`src/hdl/clbir_pkg.sv`:
```
// constants, field layout and carrier types of the charger limit, boost and event register slice
// assumes a 100 MHz system clock and an 8-bit register pointer from the serial port
package clbir_pkg;
	localparam int CLK_PERIOD_NS = 10;
	localparam int TICK_MS       = 1000;
	localparam int TICK_CYCLES   = TICK_MS * 1000000 / CLK_PERIOD_NS;

	localparam logic [7:0] ADDR_CAP   = 8'h42;
	localparam logic [7:0] ADDR_BOOST = 8'h43;
	localparam logic [7:0] ADDR_FLAGS = 8'h44;
	localparam logic [7:0] ADDR_WDCLR = 8'h46;
	localparam logic [7:0] ADDR_WDCTL = 8'h47;

	localparam logic [4:0] RST_CAP   = 5'h1F;
	localparam logic [6:0] RST_BOOST = 7'h00;
	localparam logic [1:0] RST_WDPER = 2'h1;
	localparam logic [1:0] RST_WDCLR = 2'h0;
	localparam logic       RST_WDEN  = 1'b0;

	localparam int FLAG_WARN   = 0;
	localparam int FLAG_EXP    = 4;
	localparam int FLAG_OV     = 7;
	localparam int CTL_EN      = 0;
	localparam int CTL_PER_LSB = 6;

	localparam logic [6:0] BOOST_TOP   = 7'h70;
	localparam logic [7:0] WDOG_BASE_S = 8'h10;
	localparam logic [7:0] WARN_S      = 8'h02;
	localparam logic [1:0] WD_CLR_CMD  = 2'h1;

	// serial port device address, value is arbitrary
	localparam logic [6:0] DEV_ADDR = 7'h2A;

	typedef struct packed {
		logic       wr;
		logic       rd;
		logic [7:0] addr;
		logic [7:0] wdata;
	} clbir_req_t;

	typedef enum logic [3:0] {
		ST_IDLE, ST_ADDR, ST_ADDR_ACK, ST_PTR, ST_PTR_ACK, ST_WDATA, ST_WACK, ST_RDATA, ST_RACK
	} clbir_i2c_state_t;

	function automatic logic [6:0] boost_sat(input logic [6:0] c);
		return (c > BOOST_TOP) ? BOOST_TOP : c;
	endfunction : boost_sat
endpackage : clbir_pkg

```
`src/hdl/clbir_i2c_slave.sv`:
```
// two-wire serial register port: address byte, pointer byte, then data bytes with auto-increment
// assumes scl and sda arrive asynchronously; sda is open drain, sdaOe high pulls the line low
`timescale 1ns/1ns
`default_nettype none
module clbir_i2c_slave (
	input  wire logic              clk_sys,
	input  wire logic              nrst,
	input  wire logic              sclIn,
	input  wire logic              sdaIn,
	output logic                   sdaOut,
	output logic                   sdaOe,
	output clbir_pkg::clbir_req_t  req,
	input  wire logic [7:0]        rdData
);
	logic [1:0] sclSync_reg;
	logic [1:0] sdaSync_reg;
	logic       sclPrev_reg;
	logic       sdaPrev_reg;
	logic       scl, sda, rise, fall, start, stop;
	clbir_pkg::clbir_i2c_state_t state_reg, state_next;
	logic [7:0] shift_reg, shift_next, tx_reg, tx_next, ptr_reg, ptr_next;
	logic [2:0] cnt_reg, cnt_next;
	logic       got_reg, got_next, isRead_reg, isRead_next, mAck_reg, mAck_next, oe_reg, oe_next;
	logic       wrPulse, rdPulse, load;

	always_ff @(posedge clk_sys or negedge nrst) begin
		if (!nrst) begin
			sclSync_reg <= 2'h3;
			sdaSync_reg <= 2'h3;
			sclPrev_reg <= 1'b1;
			sdaPrev_reg <= 1'b1;
		end else begin
			sclSync_reg <= {sclSync_reg[0], sclIn};
			sdaSync_reg <= {sdaSync_reg[0], sdaIn};
			sclPrev_reg <= sclSync_reg[1];
			sdaPrev_reg <= sdaSync_reg[1];
		end
	end

	assign scl   = sclSync_reg[1];
	assign sda   = sdaSync_reg[1];
	assign rise  = scl & ~sclPrev_reg;
	assign fall  = ~scl & sclPrev_reg;
	assign start = scl & sclPrev_reg & sdaPrev_reg & ~sda;
	assign stop  = scl & sclPrev_reg & ~sdaPrev_reg & sda;

	always_comb begin
		state_next  = state_reg;
		shift_next  = shift_reg;
		tx_next     = tx_reg;
		ptr_next    = ptr_reg;
		cnt_next    = cnt_reg;
		got_next    = got_reg;
		isRead_next = isRead_reg;
		mAck_next   = mAck_reg;
		oe_next     = oe_reg;
		wrPulse     = 1'b0;
		rdPulse     = 1'b0;
		load        = 1'b0;
		if (stop) begin
			state_next = clbir_pkg::ST_IDLE;
			oe_next    = 1'b0;
		end else if (start) begin
			state_next = clbir_pkg::ST_ADDR;
			cnt_next   = 3'h0;
			got_next   = 1'b0;
			oe_next    = 1'b0;
		end else if (rise) begin
			if (state_reg == clbir_pkg::ST_ADDR || state_reg == clbir_pkg::ST_PTR
					|| state_reg == clbir_pkg::ST_WDATA || state_reg == clbir_pkg::ST_RDATA) begin
				shift_next = {shift_reg[6:0], sda};
				cnt_next   = cnt_reg + 3'h1;
				got_next   = (cnt_reg == 3'h7);
			end else if (state_reg == clbir_pkg::ST_RACK) begin
				mAck_next = ~sda;
			end
		end else if (fall) begin
			unique case (state_reg)
				clbir_pkg::ST_IDLE: begin
				end
				clbir_pkg::ST_ADDR: begin
					if (got_reg) begin
						got_next = 1'b0;
						if (shift_reg[7:1] == clbir_pkg::DEV_ADDR) begin
							oe_next     = 1'b1;
							isRead_next = shift_reg[0];
							state_next  = clbir_pkg::ST_ADDR_ACK;
						end else begin
							state_next = clbir_pkg::ST_IDLE;
						end
					end
				end
				clbir_pkg::ST_ADDR_ACK: begin
					if (isRead_reg) begin
						load = 1'b1;
					end else begin
						oe_next    = 1'b0;
						state_next = clbir_pkg::ST_PTR;
					end
				end
				clbir_pkg::ST_PTR: begin
					if (got_reg) begin
						ptr_next   = shift_reg;
						got_next   = 1'b0;
						oe_next    = 1'b1;
						state_next = clbir_pkg::ST_PTR_ACK;
					end
				end
				clbir_pkg::ST_PTR_ACK, clbir_pkg::ST_WACK: begin
					oe_next    = 1'b0;
					state_next = clbir_pkg::ST_WDATA;
				end
				clbir_pkg::ST_WDATA: begin
					if (got_reg) begin
						wrPulse    = 1'b1;
						got_next   = 1'b0;
						oe_next    = 1'b1;
						ptr_next   = ptr_reg + 8'h01;
						state_next = clbir_pkg::ST_WACK;
					end
				end
				clbir_pkg::ST_RDATA: begin
					if (got_reg) begin
						got_next   = 1'b0;
						oe_next    = 1'b0;
						state_next = clbir_pkg::ST_RACK;
					end else begin
						tx_next = {tx_reg[6:0], 1'b1};
						oe_next = ~tx_reg[6];
					end
				end
				clbir_pkg::ST_RACK: begin
					if (mAck_reg) begin
						load = 1'b1;
					end else begin
						oe_next    = 1'b0;
						state_next = clbir_pkg::ST_IDLE;
					end
				end
			endcase
		end
		// byte fetch doubles as the read strobe that clears read-to-clear flags
		if (load) begin
			rdPulse    = 1'b1;
			tx_next    = rdData;
			oe_next    = ~rdData[7];
			ptr_next   = ptr_reg + 8'h01;
			cnt_next   = 3'h0;
			got_next   = 1'b0;
			state_next = clbir_pkg::ST_RDATA;
		end
	end

	always_ff @(posedge clk_sys or negedge nrst) begin
		if (!nrst) begin
			state_reg  <= clbir_pkg::ST_IDLE;
			shift_reg  <= 8'h00;
			tx_reg     <= 8'h00;
			ptr_reg    <= 8'h00;
			cnt_reg    <= 3'h0;
			got_reg    <= 1'b0;
			isRead_reg <= 1'b0;
			mAck_reg   <= 1'b0;
			oe_reg     <= 1'b0;
		end else begin
			state_reg  <= state_next;
			shift_reg  <= shift_next;
			tx_reg     <= tx_next;
			ptr_reg    <= ptr_next;
			cnt_reg    <= cnt_next;
			got_reg    <= got_next;
			isRead_reg <= isRead_next;
			mAck_reg   <= mAck_next;
			oe_reg     <= oe_next;
		end
	end

	assign sdaOut = 1'b0;
	assign sdaOe  = oe_reg;
	assign req    = {wrPulse, rdPulse, ptr_reg, shift_reg};
endmodule : clbir_i2c_slave
`default_nettype wire

```
`src/hdl/clbir_regs.sv`:
```
// charge current cap, boost target, watchdog and read-to-clear event flags behind the serial port
// assumes ovSenseIn is an asynchronous comparator output; flash and charge requests are on clk_sys
// Contract
// - charge current cap field, reset all ones, clamps
// - boost code linear from 3 V, 25 mV steps
// - codes above 0x70 saturate at top setting
// - effective boost target is higher of two
// - warning flag two seconds before watchdog expiry
// - expiry flag set when watchdog expires
// - bit 7 reports input above 5.9 V
// - reading event register clears its flags
// - clear pattern 01 restarts watchdog, self-returns 00
// - period code 16..128 s, applied at clear
`timescale 1ns/1ns
`default_nettype none
module clbir_regs #(
	parameter int TICK_CYCLES = clbir_pkg::TICK_CYCLES
) (
	input  wire logic       clk_sys,
	input  wire logic       nrst,
	input  wire logic       sclIn,
	input  wire logic       sdaIn,
	output logic            sdaOut,
	output logic            sdaOe,
	input  wire logic       ovSenseIn,
	input  wire logic [6:0] flashTargetCode,
	input  wire logic [4:0] chargeReqCode,
	output logic      [4:0] chargeCapCode,
	output logic      [4:0] appliedCurrentCode,
	output logic      [6:0] effBoostCode,
	output logic            wdogExpired
);
	clbir_pkg::clbir_req_t req;
	logic [7:0]  rdData;
	logic [4:0]  cap_reg, cap_next, applied_reg, applied_next;
	logic [6:0]  boost_reg, boost_next, eff_reg, eff_next, boostSat, flashSat;
	logic        warn_reg, warn_next, exp_reg, exp_next, ov_reg, ov_next;
	logic [1:0]  ovSync_reg;
	logic [1:0]  wdClr_reg, wdClr_next, wdPer_reg, wdPer_next, perAct_reg, perAct_next;
	logic        wdEn_reg, wdEn_next, expired_reg, expired_next;
	logic [31:0] tick_reg, tick_next;
	logic [7:0]  sec_reg, sec_next, period, secInc;
	logic        capWr, boostWr, clrWr, ctlWr, flagRd, tickHit, warnEvt, expEvt;

	clbir_i2c_slave u_port (
		.clk_sys (clk_sys),
		.nrst    (nrst),
		.sclIn   (sclIn),
		.sdaIn   (sdaIn),
		.sdaOut  (sdaOut),
		.sdaOe   (sdaOe),
		.req     (req),
		.rdData  (rdData)
	);

	always_ff @(posedge clk_sys or negedge nrst) begin
		if (!nrst) begin
			ovSync_reg <= 2'h0;
		end else begin
			ovSync_reg <= {ovSync_reg[0], ovSenseIn};
		end
	end

	assign capWr   = req.wr && req.addr == clbir_pkg::ADDR_CAP;
	assign boostWr = req.wr && req.addr == clbir_pkg::ADDR_BOOST;
	assign ctlWr   = req.wr && req.addr == clbir_pkg::ADDR_WDCTL;
	assign clrWr   = req.wr && req.addr == clbir_pkg::ADDR_WDCLR && req.wdata[1:0] == clbir_pkg::WD_CLR_CMD;
	assign flagRd  = req.rd && req.addr == clbir_pkg::ADDR_FLAGS;
	assign period  = clbir_pkg::WDOG_BASE_S << perAct_reg;
	assign secInc  = sec_reg + 8'h01;
	assign tickHit = wdEn_reg && !expired_reg && tick_reg == 32'(TICK_CYCLES - 1);
	assign warnEvt = tickHit && secInc == period - clbir_pkg::WARN_S;
	assign expEvt  = tickHit && secInc == period;
	assign boostSat = clbir_pkg::boost_sat(boost_reg);
	assign flashSat = clbir_pkg::boost_sat(flashTargetCode);

	always_comb begin
		rdData = 8'h00;
		unique case (req.addr)
			clbir_pkg::ADDR_CAP:   rdData[4:0] = cap_reg;
			clbir_pkg::ADDR_BOOST: rdData[6:0] = boost_reg;
			clbir_pkg::ADDR_FLAGS: begin
				rdData[clbir_pkg::FLAG_WARN] = warn_reg;
				rdData[clbir_pkg::FLAG_EXP]  = exp_reg;
				rdData[clbir_pkg::FLAG_OV]   = ov_reg;
			end
			clbir_pkg::ADDR_WDCLR: rdData[1:0] = wdClr_reg;
			clbir_pkg::ADDR_WDCTL: begin
				rdData[clbir_pkg::CTL_EN]                          = wdEn_reg;
				rdData[clbir_pkg::CTL_PER_LSB+1:clbir_pkg::CTL_PER_LSB] = wdPer_reg;
			end
			default: rdData = 8'h00;
		endcase
	end

	always_comb begin
		cap_next     = capWr ? req.wdata[4:0] : cap_reg;
		boost_next   = boostWr ? req.wdata[6:0] : boost_reg;
		wdEn_next    = ctlWr ? req.wdata[clbir_pkg::CTL_EN] : wdEn_reg;
		wdPer_next   = ctlWr ? req.wdata[clbir_pkg::CTL_PER_LSB+1:clbir_pkg::CTL_PER_LSB] : wdPer_reg;
		// clear field holds a written value but drops a restart pattern one cycle later
		if (req.wr && req.addr == clbir_pkg::ADDR_WDCLR) begin
			wdClr_next = req.wdata[1:0];
		end else if (wdClr_reg == clbir_pkg::WD_CLR_CMD) begin
			wdClr_next = clbir_pkg::RST_WDCLR;
		end else begin
			wdClr_next = wdClr_reg;
		end
		// set wins over the read that clears
		warn_next    = warnEvt | (warn_reg & ~flagRd);
		exp_next     = expEvt | (exp_reg & ~flagRd);
		ov_next      = ovSync_reg[1] | (ov_reg & ~flagRd);
		perAct_next  = clrWr ? wdPer_reg : perAct_reg;
		tick_next    = tick_reg;
		sec_next     = sec_reg;
		expired_next = expired_reg;
		if (clrWr || !wdEn_reg) begin
			tick_next    = 32'h0000_0000;
			sec_next     = 8'h00;
			expired_next = 1'b0;
		end else if (tickHit) begin
			tick_next = 32'h0000_0000;
			sec_next  = secInc;
			if (expEvt) begin
				expired_next = 1'b1;
			end
		end else if (!expired_reg) begin
			tick_next = tick_reg + 32'h0000_0001;
		end
		applied_next = (chargeReqCode < cap_reg) ? chargeReqCode : cap_reg;
		eff_next     = (boostSat > flashSat) ? boostSat : flashSat;
	end

	always_ff @(posedge clk_sys or negedge nrst) begin
		if (!nrst) begin
			cap_reg     <= clbir_pkg::RST_CAP;
			boost_reg   <= clbir_pkg::RST_BOOST;
			warn_reg    <= 1'b0;
			exp_reg     <= 1'b0;
			ov_reg      <= 1'b0;
			wdClr_reg   <= clbir_pkg::RST_WDCLR;
			wdPer_reg   <= clbir_pkg::RST_WDPER;
			perAct_reg  <= clbir_pkg::RST_WDPER;
			wdEn_reg    <= clbir_pkg::RST_WDEN;
			expired_reg <= 1'b0;
			tick_reg    <= 32'h0000_0000;
			sec_reg     <= 8'h00;
			applied_reg <= 5'h00;
			eff_reg     <= 7'h00;
		end else begin
			cap_reg     <= cap_next;
			boost_reg   <= boost_next;
			warn_reg    <= warn_next;
			exp_reg     <= exp_next;
			ov_reg      <= ov_next;
			wdClr_reg   <= wdClr_next;
			wdPer_reg   <= wdPer_next;
			perAct_reg  <= perAct_next;
			wdEn_reg    <= wdEn_next;
			expired_reg <= expired_next;
			tick_reg    <= tick_next;
			sec_reg     <= sec_next;
			applied_reg <= applied_next;
			eff_reg     <= eff_next;
		end
	end

	assign chargeCapCode      = cap_reg;
	assign appliedCurrentCode = applied_reg;
	assign effBoostCode       = eff_reg;
	assign wdogExpired        = expired_reg;

	a_cap_clamp: assert property (@(posedge clk_sys) disable iff (!nrst)
		1'b1 |=> appliedCurrentCode <= $past(cap_reg))
		else $error("applied current above cap");
	a_boost_linear: assert property (@(posedge clk_sys) disable iff (!nrst)
		(boost_reg <= clbir_pkg::BOOST_TOP && flashTargetCode <= boost_reg) |=> effBoostCode == $past(boost_reg))
		else $error("linear boost code not passed through");
	a_boost_sat: assert property (@(posedge clk_sys) disable iff (!nrst)
		(boost_reg > clbir_pkg::BOOST_TOP) |=> effBoostCode >= clbir_pkg::BOOST_TOP && effBoostCode <= clbir_pkg::BOOST_TOP)
		else $error("redundant boost code not saturated");
	a_boost_max: assert property (@(posedge clk_sys) disable iff (!nrst)
		(flashTargetCode > boost_reg && flashTargetCode <= clbir_pkg::BOOST_TOP) |=> effBoostCode == $past(flashTargetCode))
		else $error("higher flash target not used");
	a_warn_set: assert property (@(posedge clk_sys) disable iff (!nrst)
		(tickHit && sec_reg == period - clbir_pkg::WARN_S - 8'h01) |=> warn_reg)
		else $error("warning flag missing two seconds before expiry");
	a_expire_set: assert property (@(posedge clk_sys) disable iff (!nrst)
		(tickHit && secInc == period) |=> exp_reg && wdogExpired)
		else $error("expiry flag missing");
	a_ov_report: assert property (@(posedge clk_sys) disable iff (!nrst)
		ovSync_reg[1] |=> ov_reg)
		else $error("over-voltage not reported");
	a_read_clear: assert property (@(posedge clk_sys) disable iff (!nrst)
		(flagRd && !warnEvt && !expEvt && !ovSync_reg[1]) |=> !warn_reg && !exp_reg && !ov_reg)
		else $error("flags not cleared by read");
	a_clear_return: assert property (@(posedge clk_sys) disable iff (!nrst)
		(clrWr && wdEn_reg) |=> (sec_reg == 8'h00 && wdClr_reg == clbir_pkg::WD_CLR_CMD)
			##1 (wdClr_reg == clbir_pkg::RST_WDCLR))
		else $error("watchdog clear did not restart or self-return");
	a_period_hold: assert property (@(posedge clk_sys) disable iff (!nrst)
		!clrWr |=> $stable(perAct_reg))
		else $error("period changed without clear");
	a_resv_zero: assert property (@(posedge clk_sys) disable iff (!nrst)
		(req.addr == clbir_pkg::ADDR_CAP) |-> rdData[7:5] == 3'h0)
		else $error("reserved bits read nonzero");
	// after a read each flag holds exactly the event seen in the read cycle
	a_event_kept: assert property (@(posedge clk_sys) disable iff (!nrst)
		flagRd |=> warn_reg == $past(warnEvt)
			&& exp_reg == $past(expEvt)
			&& ov_reg == $past(ovSync_reg[1]))
		else $error("event lost on read");

	c_warn: cover property (@(posedge clk_sys) disable iff (!nrst) warnEvt);
	c_expire: cover property (@(posedge clk_sys) disable iff (!nrst) expEvt ##[1:1000] flagRd);
	c_event_kept: cover property (@(posedge clk_sys) disable iff (!nrst) flagRd && ovSync_reg[1]);
	c_read_clear: cover property (@(posedge clk_sys) disable iff (!nrst) ov_reg && flagRd);
	c_boost_sat: cover property (@(posedge clk_sys) disable iff (!nrst) boostWr && req.wdata[6:0] > clbir_pkg::BOOST_TOP);
endmodule : clbir_regs
`default_nettype wire

```
`config.mk`:
```
export PLATFORM = sky130hd
export DESIGN_NAME = clbir_regs
export DESIGN_NICKNAME = d
export VERILOG_FILES = /design/src/hdl/clbir_pkg.sv /design/src/hdl/clbir_i2c_slave.sv /design/src/hdl/clbir_regs.sv
export SDC_FILE = /design/constraint.sdc
export NUM_CORES = 1
export LEC_CHECK = 0
export BUFFER_PORTS_ARGS = -buffer_cell sky130_fd_sc_hd__buf_2
export CORE_AREA = 2 2 157 159
export CTS_BUF_LIST = sky130_fd_sc_hd__clkbuf_4 sky130_fd_sc_hd__clkbuf_8
export CTS_CLUSTER_SIZE = 16
export DETAILED_ROUTE_END_ITERATION = 10
export DIE_AREA = 0 0 159 161
export MAX_ROUTING_LAYER = met4
export SETUP_SLACK_MARGIN = 0.5
export SYNTH_ARGS = -nofsm -noshare
export SYNTH_HDL_FRONTEND = slang
export SYNTH_SLANG_ARGS = --single-unit
```
`constraint.sdc`:
```
create_clock -name clk_sys -period 3.3 [get_ports clk_sys]
set_input_delay 0.66 -clock clk_sys [delete_from_list [all_inputs] [get_ports clk_sys]]
set_output_delay 0.66 -clock clk_sys [all_outputs]
set_load 0.01 [all_outputs]
```
# Word-level counts from Yosys, hierarchy flattened
# Cells that the tools add are included.
[op_classes]
n_mux = 87
bitwise_logic = 24
n_shift = 1
n_eq_ne = 37
add_sub_neg = 5
magnitude_cmp = 4
div_mod_pow = 0
reduce_logical = 42
mul = 0
[ops]
columns = ["cell", "n"]
rows = [
  ["2-to-1 mux 32 bit", 3],
  ["2-to-1 mux 8 bit", 9],
  ["2-to-1 mux 7 bit", 10],
  ["2-to-1 mux 4 bit", 11],
  ["equality test 8 x 7 -> 1 bit (second input constant)", 5],
  ["2-to-1 mux 1 bit", 35],
  ["adder 32 x 1 -> 32 bit (second input constant)", 1],
  ["equality test 32 x 27 -> 1 bit (second input constant)", 1],
  ["one-hot mux 4 bit (7 select lines)", 1],
  ["inequality test 5 x 1 -> 1 bit (second input constant)", 5],
  ["adder 8 x 1 -> 8 bit (second input constant)", 2],
  ["equality test 4 x 3 -> 1 bit (second input constant)", 4],
  ["equality test 8 bit", 2],
  ["one-hot mux 8 bit (2 select lines)", 1],
  ["2-to-1 mux 3 bit", 5],
  ["greater-than comparator 7 bit (second input constant)", 2],
  ["AND reduction 7 bit", 2],
  ["nonzero test 4 bit", 3],
  ["NOT 1 bit", 11],
  ["AND 1 bit", 10],
  ["logical AND 1 bit", 10],
  ["inequality test 5 x 3 -> 1 bit (second input constant)", 2],
  ["nonzero test 10 bit", 1],
  ["nonzero test 2 bit", 5],
  ["36 further kinds", 59],
]
[totals]
mem_bits_ro = 0
ram_bits = 0
word_cells = 228
input_bits = 17
out_inout_bits = 20
n_memories = 0
reg_bits = 117
latch_bits = 0

# Depth between registers and ports, before layout
[logic_depth]
depth_word = 11
depth_mapped = 10
ltp_nobuf = 10

# By module
# Synthesis repeated with hierarchy kept, for this count alone.
[hier_totals]
cells_unflattened = 683
area_unflattened_um2 = 6658.9
[modules_own_cells]
columns = ["mod", "seq_area_each_um2", "area_each_um2", "cells_each", "n_inst"]
rows = [
  ["clbir_regs", 1935.6, 4374.2, 458, 1],
  ["clbir_i2c_slave", 1008.5, 2284.7, 225, 1],
]

# Worst setup path before layout
# Ideal clock, no wire load.
[synth_path]
path_type = "input to register"
startpoint = "in flashTargetCode[5]"
endpoint = "reg eff_reg[4], in the netlist effBoostCode[4]"
setup_ps = 125
arrival_ps = 2403
slack_ps = 772
path_stages = 9
t_required_ps = 3175
n_path_buf = 0
cell_sequence = "nand3_1 nand2_1 ha_1 nor2b_1 o21ai_0 a21oi_1 a211oi_1 o21bai_1 mux2_2"
[synth_between]
elab_chain_cells = 4
[synth_lines]
columns = ["element", "line_no", "source"]
rows = [
  ["from (decl)", "clbir_regs.sv:26", "input wire logic [6:0] flashTargetCode,"],
  ["greater-than comparator 7 bit", "clbir_pkg.sv:46", "return (c > BOOST_TOP) ? BOOST_TOP : c;"],
  ["2-to-1 mux 7 bit *", "clbir_pkg.sv:46", ""],
  ["greater-than comparator 7 bit", "clbir_regs.sv:131", "eff_next = (boostSat > flashSat) ? boostSat : flashSat;"],
  ["2-to-1 mux 7 bit *", "clbir_regs.sv:131", ""],
  ["via eff_next[4]", "clbir_regs.sv:36", "logic [6:0] boost_reg, boost_next, eff_reg, eff_next, boostSat, flashSat;"],
  ["to (signal assigned)", "clbir_regs.sv:164", "eff_reg <= eff_next;"],
  ["to (decl)", "clbir_regs.sv:36", ""],
]
# The timed path passes the listed nets; every way through them passes the cells marked *.
# A chain may end at the register's enable or synchronous reset.

# Worst setup path after layout
[layout_path]
startpoint = "reg u_port.sclPrev_reg"
endpoint = "reg tick_reg[31]"
[layout_between]
elab_chain_cells = 9
word_cells_on_any_way = 17
cone_classes = "eq/ne (1); mux (5); bitwise (8); reduce/logical (3)"
[layout_lines]
columns = ["element", "line_no", "source"]
rows = [
  ["from (decl)", "clbir_i2c_slave.sv:17", "logic sclPrev_reg;"],
  ["from (signal assigned)", "clbir_i2c_slave.sv:35", "sclPrev_reg <= sclSync_reg[1];"],
  ["AND 1 bit, or another cell as far along", "clbir_i2c_slave.sv:43", "assign fall = ~scl & sclPrev_reg;"],
  ["2-to-1 mux 1 bit, or another cell as far along", "clbir_i2c_slave.sv:77", "end else if (fall) begin"],
  ["2-to-1 mux 1 bit or AND 1 bit (tied branches)", "clbir_i2c_slave.sv:68, clbir_i2c_slave.sv:44", ""],
  ["2-to-1 mux 1 bit", "clbir_i2c_slave.sv:63", "end else if (start) begin"],
  ["2-to-1 mux 1 bit *", "clbir_i2c_slave.sv:60", "if (stop) begin"],
  ["logical AND 1 bit * (2 in a row)", "clbir_regs.sv:67", "assign clrWr = req.wr && req.addr == clbir_pkg::ADDR_WDCLR && req.wdata[1:0] == clbir_pkg::WD_CLR_CMD;"],
  ["logical OR 1 bit *", "clbir_regs.sv:117", "if (clrWr || !wdEn_reg) begin"],
  ["inequality test 3 x 1 -> 1 bit (no line) or 2-to-1 mux 32 bit (tied branches)", "--", ""],
  ["to (signal assigned)", "clbir_regs.sv:161", "tick_reg <= tick_next;"],
  ["to (decl)", "clbir_regs.sv:41", "logic [31:0] tick_reg, tick_next;"],
]
# Mark *: on every way between the ends. The rest lies on a longest branch, timed or not.

==> summary.md <==
| Metric | Value |
|---|---|
| Status | `finished, final reports clean` |
| # DRC | `0` |
| P_int | `2.53 mW` |
| Filler cells | `2482` |
| Hold Violations, Final | `0` |
| Setup Skew | `18.5 ps` |
| Clock root cell | `clkbuf_8` |
| Max reg flops | `32` |
| Critical path class | `flip-flop to flip-flop` |
| Worst-case clock buffer depth | `2` |
| Kind of start point of the critical path | `flip-flop` |
| Top-area cell type share of the netlist area | `0.382` |
| Core Area | `approximately 0.024 mm^2` |
| Reg2Reg Depth | `9` |
| Clk Latency, worst-skew pair | `460 ps` |
| FP Rows | `57` |
| PD cells | `462 mW/mm^2` |
| DR iter-0 viols | `336` |
| Final Cycle Share | `0.793` |
| Mean Syn Cell Area | `9.77 um^2` |
| Initial Utilization | `0.284` |
| CP required | `between 3000 and 4000 ps` |
| Max-Cap Viols | `0` |
| Fin util | `0.324` |
| Routed wire length | `15500 um` |
| Fmax | `about 380 MHz` |
| Drt first pass iters | `5` |
| Part of the power in combinational logic | `0.144` |
| Final setup violation count | `0` |
| Routed wire length per instance | `14.6 um` |
| #FFs+latches synth | `117` |
| Share of layout cells above drive strength 1 | `0.225` |
| Initial antenna violation count | `0` |
| Synth-to-Final Area Change | `14.0%` |
| Worst setup EP type | `flip-flop` |
| Sequential fraction of design power | `0.463` |
| Fin. max-slew vios | `0` |
| Mapped Area | `around 0.007 mm^2` |
| Place WS | `422 ps` |
| DP HPWL | `10700 um` |
| Net Switching | `between 1 and 1.5 mW` |
| Via density | `~5` |
| Worst Path Arrival | `2940 ps` |
| Post-synthesis sequential area ratio | `0.432` |
| Min cycle time layout | `2620 ps` |
| Post-synthesis cell type count | `68` |
| CTS tree | `built` |
| Leak | `3.09 nW` |
| Synth top area cells | `dfrtp_1 (38%), mux2_2 (5.8%), dfstp_2 (5.0%)` |
| Antenna Nets Post-Route | `0` |
| CP Max Fanout | `29` |
| Post-synth EDFFs | `0` |
| FF-to-FF End | `tick_reg[31]` |
| Final worst setup slack | `684 ps` |
| H-tree Lvls | `4` |
| Clk network pwr share | `0.393` |
| Total grt overflow | `0` |
| FFs w/ async S/R, synth | `1.00` |
| PortBufs | `35` |
| Clk sink count | `117` |
| Global-route wire length before repair | `26100 um` |
| RD Place Congestion | `0.829` |
| Die Width | `159 um` |
| Vias in the first global route | `roughly 5000` |
| Die Ht | `about 160 um` |
| Ys Warns | `0` |
| Synth area leader | `dfrtp_1` |
| Synth Flop Type | `dfrtp_1` |
| Total number of vias | `5260` |
| Cell with the most instances after synthesis | `dfrtp_1` |
| Peak supply drop | `0.226 mV` |
| Setup TNS | `0 ps` |
| Pin count of the biggest net entering global routing | `60` |
| Die ar. | `~0.026 mm^2` |
| Top cells by count, synth | `dfrtp_1 (104), nand2_1 (67), nor2_1 (55)` |
| Fin nets | `769` |
| Syn nets | `738` |
| Final hold slack | `257 ps` |
| Sw Ratio | `0.295` |
| Slew headroom | `0.488` |
| N_diodes | `0` |
| Actual slew at the worst max-slew pin | `765 ps` |
| HP Class | `input pin to asynchronous set/reset pin` |
| Gr usage total | `0.128` |
| I/O pin total | `37` |
| R2R Path Start | `u_port.sclPrev_reg` |
| Mapped Cells | `697` |
| Clock slew at reported path FFs | `80 ps` |
| FF-to-FF setup slack | `680 ps` |
| TritonCTS buffer count | `17` |
| RSZ-0062 raised after global routing | `no` |
| Tot Pwr | `~3.6 mW` |
power by group through the flow:
stage          sequential (mW)  clock (mW)  combinational [mW]
2_1_floorplan             1.62           0               0.397
3_3_place_gp              1.69           0               0.511
3_5_place_dp              1.69           0               0.515
4_1_cts                   1.66        1.45               0.519
5_1_grt                   1.68        1.51               0.583
6_report                  1.66        1.41               0.516
stage by stage:
step | std cells | instance area (um^2)
final | 1065 | 7760
after global placement | 1030 | 7320
after global routing | 1065 | 7760
after floorplan | 697 | 6810
after CTS | 1062 | 7730
after detailed placement | 1030 | 7320
final cells by class:
cell class	instances	area (um^2)	share of cell area
clock buffer	20	256	0.0331
timing repair buffer	53	313	0.0403
inverter	32	120	0.0155
tap	324	405	0.0522
sequential	117	2940	0.379
clock inverter	12	156	0.0202
multi-input combinational	507	3560	0.459
layer usage:
metal	vias up	share of wire	GRT usage
li1	2564	-	-
met1	2593	0.49	0.173
met2	88	0.47	0.193
met3	15	0.032	0.0272
met4	0	0.013	0.0417
met5	-	0	-
worst max-delay path by stage:
stage / start / endpoint / slack (ps) / cells past startpoint
finish: u_port.sclPrev_reg / tick_reg[31] / 680 / 9
CTS: u_port.sclPrev_reg / tick_reg[31] / 550 / 9
floorplan: flashTargetCode[5] / effBoostCode[4] / 770 / 9
detailed placement: flashTargetCode[5] / effBoostCode[5] / 420 / 10
global route: u_port.sclPrev_reg / tick_reg[31] / 550 / 9
global placement: flashTargetCode[5] / effBoostCode[4] / 460 / 10
cell usage in the layout, fill, tap and decap left out, drive strengths merged, types with 5 or more instances in the layout:
cell type and count:
and3 9, dfrtp 104, clkinv 5, nor2b 8
nor4b 9, nor3 22, nor2 55, inv 32
clkbuf 20, a31oi 10, nor4 23, mux2i 7
a21oi 35, nand4 15, dfstp 13, mux2 35
or3 7, a22o 6, o211ai 7, and2 6
xnor2 35, nor3b 5, ha 24, a21o 8
o21ai 37, nand3 23, buf 53, nand2 67
cells by family after synthesis:
| kind of cell | synth area share |
|---|---|
| compound gates | 0.133 |
| xor+xnor | 0.0513 |
| fa+ha+maj | 0.0441 |
| other cells | 0.000551 |
| simple gates | 0.224 |
| mux | 0.0682 |
| buf+inv | 0.0463 |
| flops | 0.432 |
worst max-delay path, cell delays in order (launching register included):
cell,delay (ps)
dfstp_2,560
inv_1,50
ha_1,240
nand2b_1,250
a2111oi_4,360
a41oi_4,150
buf_4,290
nor4_2,370
xnor2_1,160
nor2_1,50
what timing repair did:
item / CTS / global route
setup buffers: 0 / 3
setup endpoints to repair: 0 / 23
hold buffers: 0 / 0
resized for setup: 0 / 1
(Power assumes the default switching activity.)
